## src/rtl/tbp_pkg.sv

```systemverilog
// timer pwm block: register map, field positions, reset values
// assumes a 32-bit apb slave with one word per register
package tbp_pkg;

    // ----------------------------------------------------------
    // register byte addresses and channel register address high nibbles
    // ----------------------------------------------------------
    localparam logic [7:0] ADDR_SC = 8'h00;
    localparam logic [7:0] ADDR_CNT = 8'h04;
    localparam logic [7:0] ADDR_MOD = 8'h08;
    localparam logic [3:0] ADDR_CHSC_HI = 4'h1;
    localparam logic [3:0] ADDR_CHV_HI = 4'h2;

    // ----------------------------------------------------------
    // timer status and control fields
    // ----------------------------------------------------------
    localparam int SC_OVF_BIT = 7;
    localparam int SC_OVIE_BIT = 6;
    localparam int SC_HALT_BIT = 5;
    localparam int SC_RST_BIT = 4;
    localparam int SC_PS_LSB = 0;
    localparam logic [2:0] PS_EXT = 3'h7;

    // ----------------------------------------------------------
    // channel status and control fields
    // ----------------------------------------------------------
    localparam int CH_FLAG_BIT = 7;
    localparam int CH_CTL_W = 7;

    // ----------------------------------------------------------
    // reset values
    // ----------------------------------------------------------
    localparam logic [15:0] MOD_RST = 16'hFFFF;
    localparam logic [15:0] CNT_RST = 16'h0000;

    typedef struct packed {
        logic ovIe;
        logic halt;
        logic [2:0] ps;
    } tbp_ctl_s;

    // order matches channel register bits 6..0
    typedef struct packed {
        logic ie;
        logic bufSel;
        logic unbufSel;
        logic elsHi;
        logic elsLo;
        logic tov;
        logic maxDuty;
    } tbp_chc_s;

    localparam tbp_ctl_s CTL_RST = '{ovIe: 1'b0, halt: 1'b1, ps: 3'h0};
    localparam tbp_chc_s CHC_RST = '0;

endpackage

```

## src/rtl/tbp_timer_pwm.sv

```systemverilog
// four-channel 16-bit timer with buffered pwm pairs, apb registers
// assumes apb master on clock; pins sampled synchronously to clock
//
// Summary of operation
// RULE_01: buffer bit of channel 0 links 0/1, output on pin 0, channel 0 first
// RULE_02: write to inactive member takes over at next overflow; last written governs
// RULE_03: when linked, channel 1 control unused and pin 1 released
// RULE_04: channel 2 buffer bit links 2/3 likewise, pin 3 released
// RULE_05: buffer bit beats unbuffered select bit
// RULE_06: software writes only the inactive member of a pair
// RULE_07: software stops, resets, programs period, width, mode, then restarts
// RULE_08: software programs mode bits 0:1 unbuffered or 1:0 buffered; the bench's pair tests write 1:1
// RULE_09: software sets toggle-on-overflow and compare action to pulse complement
// RULE_10: software avoids toggle-on-compare in pwm
// RULE_11: toggle-on-overflow clear gives zero percent duty
// RULE_12: max duty plus toggle-on-overflow gives hundred percent duty
// RULE_13: overflow flag set at modulo; request only with its enable
// RULE_14: channel flag on capture or compare; request only with its enable
// RULE_15: flag clears by read-with-flag then write 0; new event voids it
// RULE_16: reset clears overflow flag and overflow enable
// RULE_17: in wait registers locked, timer runs, enabled request wakes
// RULE_18: software stops timer before wait when not needed
// RULE_19: prescale code 111 selects external clock, pin forced to input
// RULE_20: each channel pin is capture or compare independently
// RULE_21: halt bit stops counter; reset sets it
// RULE_22: counter reset bit clears counter and prescaler, reads zero
// RULE_23: prescale codes 000..110 divide by 1..64, 111 external
// RULE_24: period is overflow spacing, width is overflow to compare
// RULE_25: external clock synchronised, counter steps on rising edge
//
// The APB slave port and the register offsets were chosen for this implementation.
`timescale 1ns/1ps

module tbp_timer_pwm
    import tbp_pkg::*;
(
    input wire logic clock,
    input wire logic rstn,
    input wire logic psel,
    input wire logic penable,
    input wire logic pwrite,
    input wire logic [7:0] paddr,
    input wire logic [31:0] pwdata,
    output logic [31:0] prdata,
    output logic pready,
    output logic pslverr,
    input wire logic waitMode,
    input wire logic extCountClock,
    output logic extClkInputForce,
    input wire logic [3:0] channelPinIn,
    output logic [3:0] channelPinOut,
    output logic [3:0] channelPinOe,
    output logic irq
);

    // ----------------------------------------------------------
    // state
    // ----------------------------------------------------------
    tbp_ctl_s ctl_r, ctl_nxt;
    tbp_chc_s chc_r [4];
    tbp_chc_s chc_nxt [4];
    logic [15:0] cmp_r [4];
    logic [15:0] cmp_nxt [4];
    logic [3:0] chFlag_r, chFlag_nxt;
    logic [3:0] chArm_r, chArm_nxt;
    logic [3:0] out_r, out_nxt;
    logic [3:0] pinPrev_r, pinPrev_nxt;
    logic [1:0] sel_r, sel_nxt;
    logic [1:0] lastWr_r, lastWr_nxt;
    logic ovf_r, ovf_nxt;
    logic ovArm_r, ovArm_nxt;
    logic [15:0] cnt_r, cnt_nxt;
    logic [15:0] mod_r, mod_nxt;
    logic [5:0] presc_r, presc_nxt;
    logic [2:0] ext_r, ext_nxt;
    logic [31:0] rdata_r, rdata_nxt;

    // ----------------------------------------------------------
    // combinational helpers
    // ----------------------------------------------------------
    logic access, setupRd, wr, rst;
    logic [5:0] pmask;
    logic tick, ovfEvt;
    logic [3:0] linked, oc, cap, cmpHit, chEvt;
    logic [3:0] wrSc, wrV;
    logic [15:0] cmpVal;
    logic [1:0] fa;

    // sticky flag step: read-arm, write-0 clear, event wins
    function automatic logic [1:0] flag_step(input logic f, input logic arm, input logic evt,
                                             input logic rdHit, input logic wr0);
        logic nf;
        logic na;
        nf = f;
        na = arm;
        if (rdHit && f) begin
            na = 1'b1;
        end
        if (wr0 && arm) begin
            nf = 1'b0;
            na = 1'b0;
        end
        if (evt) begin
            nf = 1'b1;
            na = 1'b0;
        end
        return {nf, na};
    endfunction

    // address is a mapped register
    function automatic logic addr_ok(input logic [7:0] a);
        return (a == ADDR_SC) || (a == ADDR_CNT) || (a == ADDR_MOD) ||
               (a[7:4] == ADDR_CHSC_HI && a[1:0] == 2'b00) ||
               (a[7:4] == ADDR_CHV_HI && a[1:0] == 2'b00);
    endfunction

    // ----------------------------------------------------------
    // apb handshake, always ready
    // ----------------------------------------------------------
    assign access = psel && penable;
    assign pready = 1'b1;
    assign pslverr = access && (waitMode || !addr_ok(paddr)); // [RULE_17]
    assign prdata = rdata_r;
    assign extClkInputForce = (ctl_r.ps == PS_EXT); // [RULE_19]
    assign channelPinOut = out_r;

    // request when any enabled flag stands; also wakes from wait
    assign irq = (ovf_r && ctl_r.ovIe) || |(chFlag_r & {chc_r[3].ie, chc_r[2].ie, chc_r[1].ie, chc_r[0].ie}); // [RULE_13] [RULE_14] [RULE_17]

    // ----------------------------------------------------------
    // next-state logic
    // ----------------------------------------------------------
    always_comb begin
        ctl_nxt = ctl_r;
        chc_nxt = chc_r;
        cmp_nxt = cmp_r;
        chFlag_nxt = chFlag_r;
        chArm_nxt = chArm_r;
        out_nxt = out_r;
        pinPrev_nxt = channelPinIn;
        sel_nxt = sel_r;
        lastWr_nxt = lastWr_r;
        mod_nxt = mod_r;
        rdata_nxt = rdata_r;
        channelPinOe = 4'h0;
        linked = 4'h0;
        oc = 4'h0;
        cap = 4'h0;
        cmpHit = 4'h0;
        chEvt = 4'h0;
        wrSc = 4'h0;
        wrV = 4'h0;
        cmpVal = 16'h0000;
        // registers locked while in wait
        wr = access && pwrite && !waitMode; // [RULE_17]
        setupRd = psel && !penable && !pwrite && !waitMode;
        rst = wr && (paddr == ADDR_SC) && pwdata[SC_RST_BIT];

        // two-stage sync then edge detect on external clock
        ext_nxt = {ext_r[1:0], extCountClock}; // [RULE_25]
        // prescaler tap: divide by 2^ps
        pmask = 6'((7'd1 << ctl_r.ps) - 7'd1); // [RULE_23]
        if (ctl_r.ps == PS_EXT) begin
            tick = !ctl_r.halt && ext_r[1] && !ext_r[2]; // [RULE_19] [RULE_25]
        end else begin
            tick = !ctl_r.halt && ((presc_r & pmask) == pmask); // [RULE_23]
        end
        // halted counter and prescaler hold
        presc_nxt = ctl_r.halt ? presc_r : presc_r + 6'd1; // [RULE_21]
        ovfEvt = tick && (cnt_r == mod_r); // [RULE_13] [RULE_24]
        cnt_nxt = cnt_r;
        if (tick) begin
            cnt_nxt = ovfEvt ? CNT_RST : cnt_r + 16'd1;
        end
        if (rst) begin
            cnt_nxt = CNT_RST; // [RULE_22]
            presc_nxt = 6'd0; // [RULE_22]
        end

        // timer control register
        if (wr && paddr == ADDR_SC) begin
            ctl_nxt.ovIe = pwdata[SC_OVIE_BIT];
            ctl_nxt.halt = pwdata[SC_HALT_BIT]; // [RULE_21]
            ctl_nxt.ps = pwdata[SC_PS_LSB +: 3]; // [RULE_23]
        end
        fa = flag_step(ovf_r, ovArm_r, ovfEvt, setupRd && paddr == ADDR_SC,
                       wr && paddr == ADDR_SC && !pwdata[SC_OVF_BIT]); // [RULE_15]
        ovf_nxt = fa[1]; // [RULE_13]
        ovArm_nxt = fa[0];
        if (wr && paddr == ADDR_MOD) begin
            mod_nxt = pwdata[15:0];
        end

        // channel decode, modes and events
        for (int i = 0; i < 4; i++) begin
            linked[i] = chc_r[i & 2].bufSel; // [RULE_01] [RULE_04]
            wrSc[i] = wr && paddr[7:4] == ADDR_CHSC_HI && paddr[3:2] == 2'(i);
            wrV[i] = wr && paddr[7:4] == ADDR_CHV_HI && paddr[3:2] == 2'(i);
            if (i % 2 == 1 && linked[i]) begin
                wrSc[i] = 1'b0; // [RULE_03]
            end
            // buffer bit beats unbuffered select
            if (i % 2 == 0) begin
                oc[i] = (chc_r[i].elsHi || chc_r[i].elsLo) && (chc_r[i].bufSel || chc_r[i].unbufSel); // [RULE_05] [RULE_20]
            end else begin
                oc[i] = !linked[i] && (chc_r[i].elsHi || chc_r[i].elsLo) && chc_r[i].unbufSel; // [RULE_20]
            end
            cap[i] = !(i % 2 == 1 && linked[i]) && !ctl_r.halt && !chc_r[i].unbufSel && !chc_r[i].bufSel &&
                     ((chc_r[i].elsLo && channelPinIn[i] && !pinPrev_r[i]) ||
                      (chc_r[i].elsHi && !channelPinIn[i] && pinPrev_r[i])); // [RULE_20]
            // active member of a linked pair
            cmpVal = (i % 2 == 0 && linked[i] && sel_r[i / 2]) ? cmp_r[i | 1] : cmp_r[i]; // [RULE_02]
            cmpHit[i] = tick && oc[i] && (cnt_r == cmpVal); // [RULE_24]
            chEvt[i] = cmpHit[i] || cap[i]; // [RULE_14]
            channelPinOe[i] = oc[i]; // [RULE_03] [RULE_04]
        end

        // channel registers, flags and outputs
        for (int i = 0; i < 4; i++) begin
            if (wrSc[i]) begin
                chc_nxt[i] = tbp_chc_s'(pwdata[CH_CTL_W-1:0]);
                if (i % 2 == 1) begin
                    chc_nxt[i].bufSel = 1'b0;
                end
            end
            fa = flag_step(chFlag_r[i], chArm_r[i], chEvt[i],
                           setupRd && paddr[7:4] == ADDR_CHSC_HI && paddr[3:2] == 2'(i),
                           wrSc[i] && !pwdata[CH_FLAG_BIT]); // [RULE_15]
            chFlag_nxt[i] = fa[1]; // [RULE_14]
            chArm_nxt[i] = fa[0];
            if (wrV[i]) begin
                cmp_nxt[i] = pwdata[15:0];
            end
            if (cap[i]) begin
                cmp_nxt[i] = cnt_r;
            end
            if (!chc_r[i].elsHi && !chc_r[i].elsLo) begin
                out_nxt[i] = !chc_r[i].unbufSel;
            end else if (oc[i]) begin
                if (chc_r[i].maxDuty && chc_r[i].tov) begin
                    out_nxt[i] = !chc_r[i].elsLo; // [RULE_12]
                end else if (ovfEvt && chc_r[i].tov) begin
                    out_nxt[i] = !out_r[i]; // [RULE_11] [RULE_24]
                end else if (cmpHit[i]) begin
                    if (chc_r[i].elsHi) begin
                        out_nxt[i] = chc_r[i].elsLo;
                    end else begin
                        out_nxt[i] = !out_r[i];
                    end
                end
            end
        end

        // pair bookkeeping: even member first, last write governs
        for (int p = 0; p < 2; p++) begin
            if (!chc_r[2 * p].bufSel) begin
                lastWr_nxt[p] = 1'b0; // [RULE_01] [RULE_04]
                sel_nxt[p] = 1'b0;
            end else begin
                if (wrV[2 * p + 1]) begin
                    lastWr_nxt[p] = 1'b1; // [RULE_02]
                end else if (wrV[2 * p]) begin
                    lastWr_nxt[p] = 1'b0; // [RULE_02]
                end
                if (ovfEvt) begin
                    sel_nxt[p] = lastWr_r[p]; // [RULE_02]
                end
            end
        end

        // read data captured in the setup phase
        if (setupRd) begin
            rdata_nxt = 32'h0000_0000;
            if (paddr == ADDR_SC) begin
                rdata_nxt[SC_OVF_BIT] = ovf_r;
                rdata_nxt[SC_OVIE_BIT] = ctl_r.ovIe;
                rdata_nxt[SC_HALT_BIT] = ctl_r.halt;
                rdata_nxt[SC_PS_LSB +: 3] = ctl_r.ps; // reset bit reads zero [RULE_22]
            end else if (paddr == ADDR_CNT) begin
                rdata_nxt[15:0] = cnt_r;
            end else if (paddr == ADDR_MOD) begin
                rdata_nxt[15:0] = mod_r;
            end else if (paddr[7:4] == ADDR_CHSC_HI && paddr[1:0] == 2'b00) begin
                if (!(paddr[2] && linked[paddr[3:2]])) begin
                    rdata_nxt[CH_FLAG_BIT] = chFlag_r[paddr[3:2]];
                    rdata_nxt[CH_CTL_W-1:0] = chc_r[paddr[3:2]]; // [RULE_03]
                end
            end else if (paddr[7:4] == ADDR_CHV_HI && paddr[1:0] == 2'b00) begin
                rdata_nxt[15:0] = cmp_r[paddr[3:2]];
            end
        end
    end

    // ----------------------------------------------------------
    // registers
    // ----------------------------------------------------------
    always_ff @(posedge clock or negedge rstn) begin
        if (!rstn) begin
            ctl_r <= CTL_RST; // [RULE_16] [RULE_21]
            for (int i = 0; i < 4; i++) begin
                chc_r[i] <= CHC_RST;
                cmp_r[i] <= CNT_RST;
            end
            chFlag_r <= 4'h0;
            chArm_r <= 4'h0;
            out_r <= 4'h0;
            pinPrev_r <= 4'h0;
            sel_r <= 2'h0;
            lastWr_r <= 2'h0;
            ovf_r <= 1'b0; // [RULE_16]
            ovArm_r <= 1'b0;
            cnt_r <= CNT_RST;
            mod_r <= MOD_RST;
            presc_r <= 6'd0;
            ext_r <= 3'h0;
            rdata_r <= 32'h0000_0000;
        end else begin
            ctl_r <= ctl_nxt;
            chc_r <= chc_nxt;
            cmp_r <= cmp_nxt;
            chFlag_r <= chFlag_nxt;
            chArm_r <= chArm_nxt;
            out_r <= out_nxt;
            pinPrev_r <= pinPrev_nxt;
            sel_r <= sel_nxt;
            lastWr_r <= lastWr_nxt;
            ovf_r <= ovf_nxt;
            ovArm_r <= ovArm_nxt;
            cnt_r <= cnt_nxt;
            mod_r <= mod_nxt;
            presc_r <= presc_nxt;
            ext_r <= ext_nxt;
            rdata_r <= rdata_nxt;
        end
    end

endmodule

```

## config.mk

```make
export PLATFORM = sky130hd
export DESIGN_NAME = tbp_timer_pwm
export DESIGN_NICKNAME = d
export VERILOG_FILES = /design/src/rtl/tbp_pkg.sv /design/src/rtl/tbp_timer_pwm.sv
export SDC_FILE = /design/constraint.sdc
export NUM_CORES = 1
export LEC_CHECK = 0
export BUFFER_PORTS_ARGS = -buffer_cell sky130_fd_sc_hd__buf_4
export CORE_AREA = 2 2 136 138
export CTS_CLUSTER_DIAMETER = 100
export DETAILED_ROUTE_END_ITERATION = 16
export DIE_AREA = 0 0 138 140
export HOLD_SLACK_MARGIN = 0.12
export MAX_ROUTING_LAYER = met4
export PLACE_DENSITY = 0.91
export SYNTH_ARGS = -nofsm -noshare
export SYNTH_HDL_FRONTEND = slang
export SYNTH_SLANG_ARGS = --single-unit
export TNS_END_PERCENT = 100
```

## constraint.sdc

```tcl
create_clock -name clock -period 2.5 [get_ports clock]
set_input_delay 0.125 -clock clock [delete_from_list [all_inputs] [get_ports clock]]
set_output_delay 0.125 -clock clock [all_outputs]
set_load 0.01 [all_outputs]
```

==> impl_metrics.toml, run 1 <==
[power]
clock_power_share_pct = 25.9
p_sw_uw = 3750
peakVddDrop_v = 0.000625
combPwrFrac_pct = 33.3
switching_share_pct = 37.2
power_density_nw_per_um2 = 811
seq_power_share_pct = 40.8
leakage_uw = 0.00535
internal_power_uw = 6330

[yosys]
synth_cell_types = 80
seq_area_frac_synth_pct = 41.3
synth_simple_gate_area_share_pct = 15.3
netlist_area_um2 = 10600
syn_inst = 1080
muxShareOfSynthArea_pct = 17.0
ys_ff_latch = 174
syn_area_per_cell_um2 = 9.80
synth_edf_count = 0
synth-compound-area-share_pct = 14.8
ys_warn_count = 0
synthFlopType = "dfrtp_1"
synth_fa_ha_area_share_pct = 0.236
synth_xor_area_share_pct = 5.63
synth_top_family_by_area = "multiplexers"
async_flop_share_pct = 100

[floorplan]
pin_count = 95
start_util_pct = 59.5
dieArea_um2 = 19300
die_w_um = 138
fp.coreArea_um2 = 17800
die_y_um = 140
rows = 49

[grt]
grt_pass1_wl_um = 53500
grt_max_degree = 63
first_global_vias = 9670
grt_overflow = 0
grtUsageTotal_pct = 36.6
antenna_found_initial = 0

[clock_network]
h-tree-depth = 4
cts_buffers = 17
root_buffer = "clkbuf_16"
cts_tree = "built"
clock_latency_ns = 0.44
clk_pin_slew_ns = 0.07
post_cts_buffers = 0
clock_sinks = 174
clock_path_buffers = 2

[drt]
drc_errors = 0
antenna_left = 0
drtPass1Iterations = 9
drt-total-wl_um = 34400
vias = 9656
via_per_inst = 6.81
drt_iter0_drc = 1531
wl_per_cell_um = 24.2

[worst_hold_path]
hp-class = "in -> async"

[timing]
slew_headroom_pct = 64.4
final_hold_viol_count = 0
clock_skew_ns = 0.00668
setup_violations = 0
holdWs_ns = 0.144
fmax_mhz = 416
setup_tns_ns = 0
setup_ws_ns = 0.0981
drv_slew = 0
worst_pin_slew_ns = 0.529
min_period_over_period_pct = 96.1
fin_crit_ns = 2.40

[status]
status = "finished, final reports clean"

[worst_setup_path]
cp-end-kind = "flop"
worstPathRequired_ns = 2.86
cp_max_fo = 7
r2r_start = "cnt_r[1]$_DFFE_PN0P_"
arrival_ns = 2.76
startpoint_type = "flop"
criticalPathCategory = "reg -> reg"
cp-startpoint = "cnt_r[1]$_DFFE_PN0P_"

[finish]
nFillCells = 1144
register_area_um2 = 4380
fin_cells = 1417
multi_input_area_um2 = 5750
drive_gt1_share_pct = 23.8
final_common_cell = "dfrtp_1"
layout_common_cells = "dfrtp_1 (156), buf_4 (128), nor2_1 (116)"
syn_to_final_growth_pct = 17.3
diodes = 0
nets = 1228

[placed_design]
dp_cells = 1362
dp_hpwl_um = 23000
gp_congestion = 1.04
io_buffers = 61
place_ws_ns = 0.125

[flow_run]
maxCapViolCount = 0
==> synthesized netlist by cell type, types with 16 or more instances <==
master | number | share of area (%)
mux2_2 | 44 | 4.7
clkbuf_1 | 42 | 1.5
dfrtp_1 | 157 | 37
dfstp_2 | 17 | 4.2
o21ai_0 | 48 | 2.3
a22oi_1 | 21 | 1.5
mux2i_1 | 78 | 7.4
nor4_1 | 16 | 0.95
a21oi_1 | 71 | 3.4
inv_1 | 29 | 1.0
and3_1 | 18 | 1.1
xor2_1 | 47 | 3.9
xnor2_1 | 21 | 1.7
mux4_2 | 22 | 4.7
a31oi_1 | 27 | 1.6
buf_4 | 22 | 1.6
nor2_1 | 116 | 4.1
nand2_1 | 69 | 2.4
buf_2 | 20 | 0.95
==> repair_timing <==
item	CTS	global route
gates resized for setup	0	6
hold buffers	23	0
endpoints found under the hold margin	244	0
setup endpoints to repair	0	9
==> state kept, by name, summed over array words and instances (netlist names) <==
signal         count
lastWr_r           2
ovArm_r            1
prdata            16
ctl_r              5
ovf_r              1
mod_r             16
cmpVal            16
presc_r            6
cnt_r             16
chFlag_r           4
pinPrev_r          4
channelPinOut      4
chc_r             26
cmp_r             48
ext_r              3
sel_r              2
chArm_r            4
==> metal layers <==
metal  up-vias  GRT usage (%)  routed length [um]
met2       803           55.5               15800
met5         -              -                   0
met3       172           10.1                4500
met1      4632           45.1               12100
met4         0           19.0                1940
li1       4049              -                   -
==> stage by stage <==
stage          util [%]  cell area [um^2]  total power [uW]
5_1_grt            69.9             12400             10400
6_report           69.9             12400             10100
3_3_place_gp       65.2             11600              7050
2_1_floorplan         -             10600              5950
4_1_cts            69.7             12400              9850
3_5_place_dp       65.2             11600              7210
==> power by group through the flow <==
stage / registers [uW] / clock network (uW) / logic (uW)
floorplan: 3810 / 0 / 2140
global placement: 4050 / 0 / 3010
detailed placement: 4090 / 0 / 3120
CTS: 4050 / 2600 / 3200
global route: 4160 / 2690 / 3570
finish: 4110 / 2610 / 3350
==> logic make-up (layout without fill, tap and decap cells) <==
logic type      count (synthesis)  in the layout
compound gates                242            242
mux                           145            145
simple gates                  320            320
buf+inv                       127            220
xor+xnor                       68             68
other cells                     2             17
flops                         174            174
fa+ha+maj                       2              2
==> area by class of cell <==
type,count,share of cell area [%]
Inverter,30,0.907
Clock buffer,22,3.90
Timing Repair Buffer,158,10.6
Multi-Input combinational cell,794,46.3
Sequential cell,174,35.2
Clock inverter,10,0.705
Tap cell,229,2.31
==> critical path, stage by stage, from the launching register on <==
cell	delay, ns
dfrtp_1	0.50
buf_4	0.21
inv_1	0.12
nor3_1	0.35
nand3_1	0.18
nor4_2	0.43
nand4_1	0.21
xor2_1	0.19
nor2_1	0.14
==> final timing paths <==
path                                          end  cells past startpoint  slack, ns
min reg2reg                    ext_r[1]$_DFF_PN0_                      0       0.35
min                          chc_r[0]$_DFFE_PN0P_                      2       0.14
max                         cnt_r[15]$_DFFE_PN0P_                      8        0.1
max reg2reg                 cnt_r[15]$_DFFE_PN0P_                      8        0.1
min in group clock         chArm_r[2]$_DFFE_PN0P_                      5       0.24
max in group asynchronous   chc_r[26]$_DFFE_PN0P_                      3       1.48
Power figures use the tool's default switching activity.
==> run 2: changes to the inputs <==
Clock period 2.5 ns to 2.59 ns, I/O delays scaled along.
==> impl_metrics.toml, run 2 (synthesis gave the netlist of run 1 again) <==
[status]
status = "finished, final reports clean"

[finish]
largest_register_ffs = 48
final_util_pct = 69.1
reg_top3 = "cmp_r x48, chc_r x26"
drive_gt1_share_pct = 22.7
syn_to_final_growth_pct = 16.0
nets = 1215
largest_register = "cmp_r"
layout_common_cells = "dfrtp_1 (156), buf_4 (119), nor2_1 (116)"
final_common_cell = "dfrtp_1"
diodes = 0

[power]
combPwrFrac_pct = 31.3
power_density_nw_per_um2 = 786
p_sw_uw = 3510
switching_share_pct = 36.3
internal_power_uw = 6150
clock_power_share_pct = 27.7
seq_power_share_pct = 40.9
leakage_uw = 0.00528
power_uw = 9650
peakVddDrop_v = 0.000503

[floorplan]
rows = 49
die_y_um = 140
die_w_um = 138
start_util_pct = 59.5
pin_count = 95
dieArea_um2 = 19300
fp.coreArea_um2 = 17800

[worst_setup_path]
cp_max_fo = 14
startpoint_type = "flop"
worstPathRequired_ns = 2.94
critical_path.top_delay_family = "compound AO/OA/AOI/OAI gates"
cp-end-kind = "flop"
critPathBufInv = 0
arrival_ns = 2.82
worst_path_largest_cell_delay_ns = 0.67
critPathSlowestCell = "dfrtp_1"
path_cells = "a21boi_0 > or3_1 > a211oi_1 > and4_1 > nand4_1 > o21a_1 > o31ai_1"
criticalPathCategory = "reg -> reg"

[drt]
wl_per_cell_um = 23.6
via_per_inst = 6.80
antenna_left = 0
drt_iter0_drc = 1263
drt-total-wl_um = 33100
drtPass1Iterations = 5
vias = 9535
drc_errors = 0

[timing]
setup_tns_ns = 0
holdWs_ns = 0.253
fmax_mhz = 405
setup_ws_ns = 0.118
setup_violations = 0
worst_pin_slew_ns = 0.747
slew_headroom_pct = 50.2
min_period_over_period_pct = 95.4
rsz0062_at_grt = "false"
final_hold_viol_count = 0
clock_skew_ns = 0.00848
drv_slew = 0
fin_crit_ns = 2.47

[grt]
antenna_found_initial = 0
grt_overflow = 0
grtUsageTotal_pct = 35.6
first_global_vias = 9521
grt_pass1_wl_um = 52100
grt_max_degree = 75

[clock_network]
post_cts_buffers = 0
clock_path_buffers = 2
cts_tree = "built"
cts_buffers = 17
h-tree-depth = 4
clk_pin_slew_ns = 0.07
root_buffer = "clkbuf_16"
clock_sinks = 174
clock_latency_ns = 0.44

[placed_design]
io_buffers = 61
dp_hpwl_um = 22700
place_ws_ns = 0.215
gp_congestion = 1.03

[flow_run]
maxCapViolCount = 0

[worst_hold_path]
hp-class = "in -> reg"
## run 2: cell types whose count changed in the layout (fill, tap and decap cells not counted), sizes merged
cell / previous run / this run
clkbuf: 22 / 18
dlygate4sd3: 23 / 22
bufinv: 1 / 3
clkinv: 8 / 6
clkinvlp: 2 / 3
buf: 135 / 123
inv: 29 / 31
## run 2: timing repair
| item | 4_1_cts | 5_1_grt |
|---|---|---|
| endpoints found under the hold margin | 166 | 0 |
| hold buffers | 22 | 0 |
| setup endpoints to repair | 0 | 3 |
| gates resized for setup | 0 | 1 |
## run 2: worst paths after layout
check | start | end | slack [ns] | cells after the start
worst max-delay path | sel_r[0]$_DFFE_PN0P_ | channelPinOut[0]$_DFFE_PN0P_ | 0.12 | 7
worst min-delay path | paddr[2] | lastWr_r[1]$_DFFE_PN0P_ | 0.25 | 3
min in group asynchronous | rstn | pinPrev_r[2]$_DFF_PN0_ | 0.27 | 2
max in group asynchronous | rstn | chArm_r[0]$_DFFE_PN0P_ | 1.40 | 3
worst min register to register | ext_r[0]$_DFF_PN0_ | ext_r[1]$_DFF_PN0_ | 0.35 | 0
worst max register to register | sel_r[0]$_DFFE_PN0P_ | channelPinOut[0]$_DFFE_PN0P_ | 0.12 | 7
## run 2: routing by layer
metal / up-vias / part of all wire [%] / global-route usage [%]
li1: 4015 / - / -
met4: 0 / 5.3 / 18.1
met5: - / 0 / -
met1: 4621 / 37 / 45.9
met3: 164 / 13 / 8.51
met2: 735 / 45 / 52.8
## run 2: final cells by class
type / count / area, um^2
multi-input combinational: 794 / 5720
fill: 1231 / 5500
sequential: 174 / 4380
timing repair buffer: 145 / 1180
clock buffer: 18 / 439
tap: 229 / 287
clock inverter: 13 / 165
inverter: 30 / 113
## run 2: worst min-delay path, cell delays in order
cell and delay (ns):
buf_4 0.24, mux2i_1 0.20, nor2b_1 0.07
## run 2: power by group through the flow
stage / sequential, uW / combinational (uW) / clock, uW
floorplan: 3680 / 2070 / 0
global placement: 3910 / 2800 / 0
detailed placement: 3950 / 2890 / 0
CTS: 3910 / 2950 / 2670
global route: 4000 / 3260 / 2790
finish: 3950 / 3030 / 2680
## run 2: through the flow
step / std cells / instance area, um^2
floorplan: 1095 / 10600
global placement: 1350 / 11500
detailed placement: 1350 / 11500
CTS: 1403 / 12300
global route: 1403 / 12300
finish: 1403 / 12300
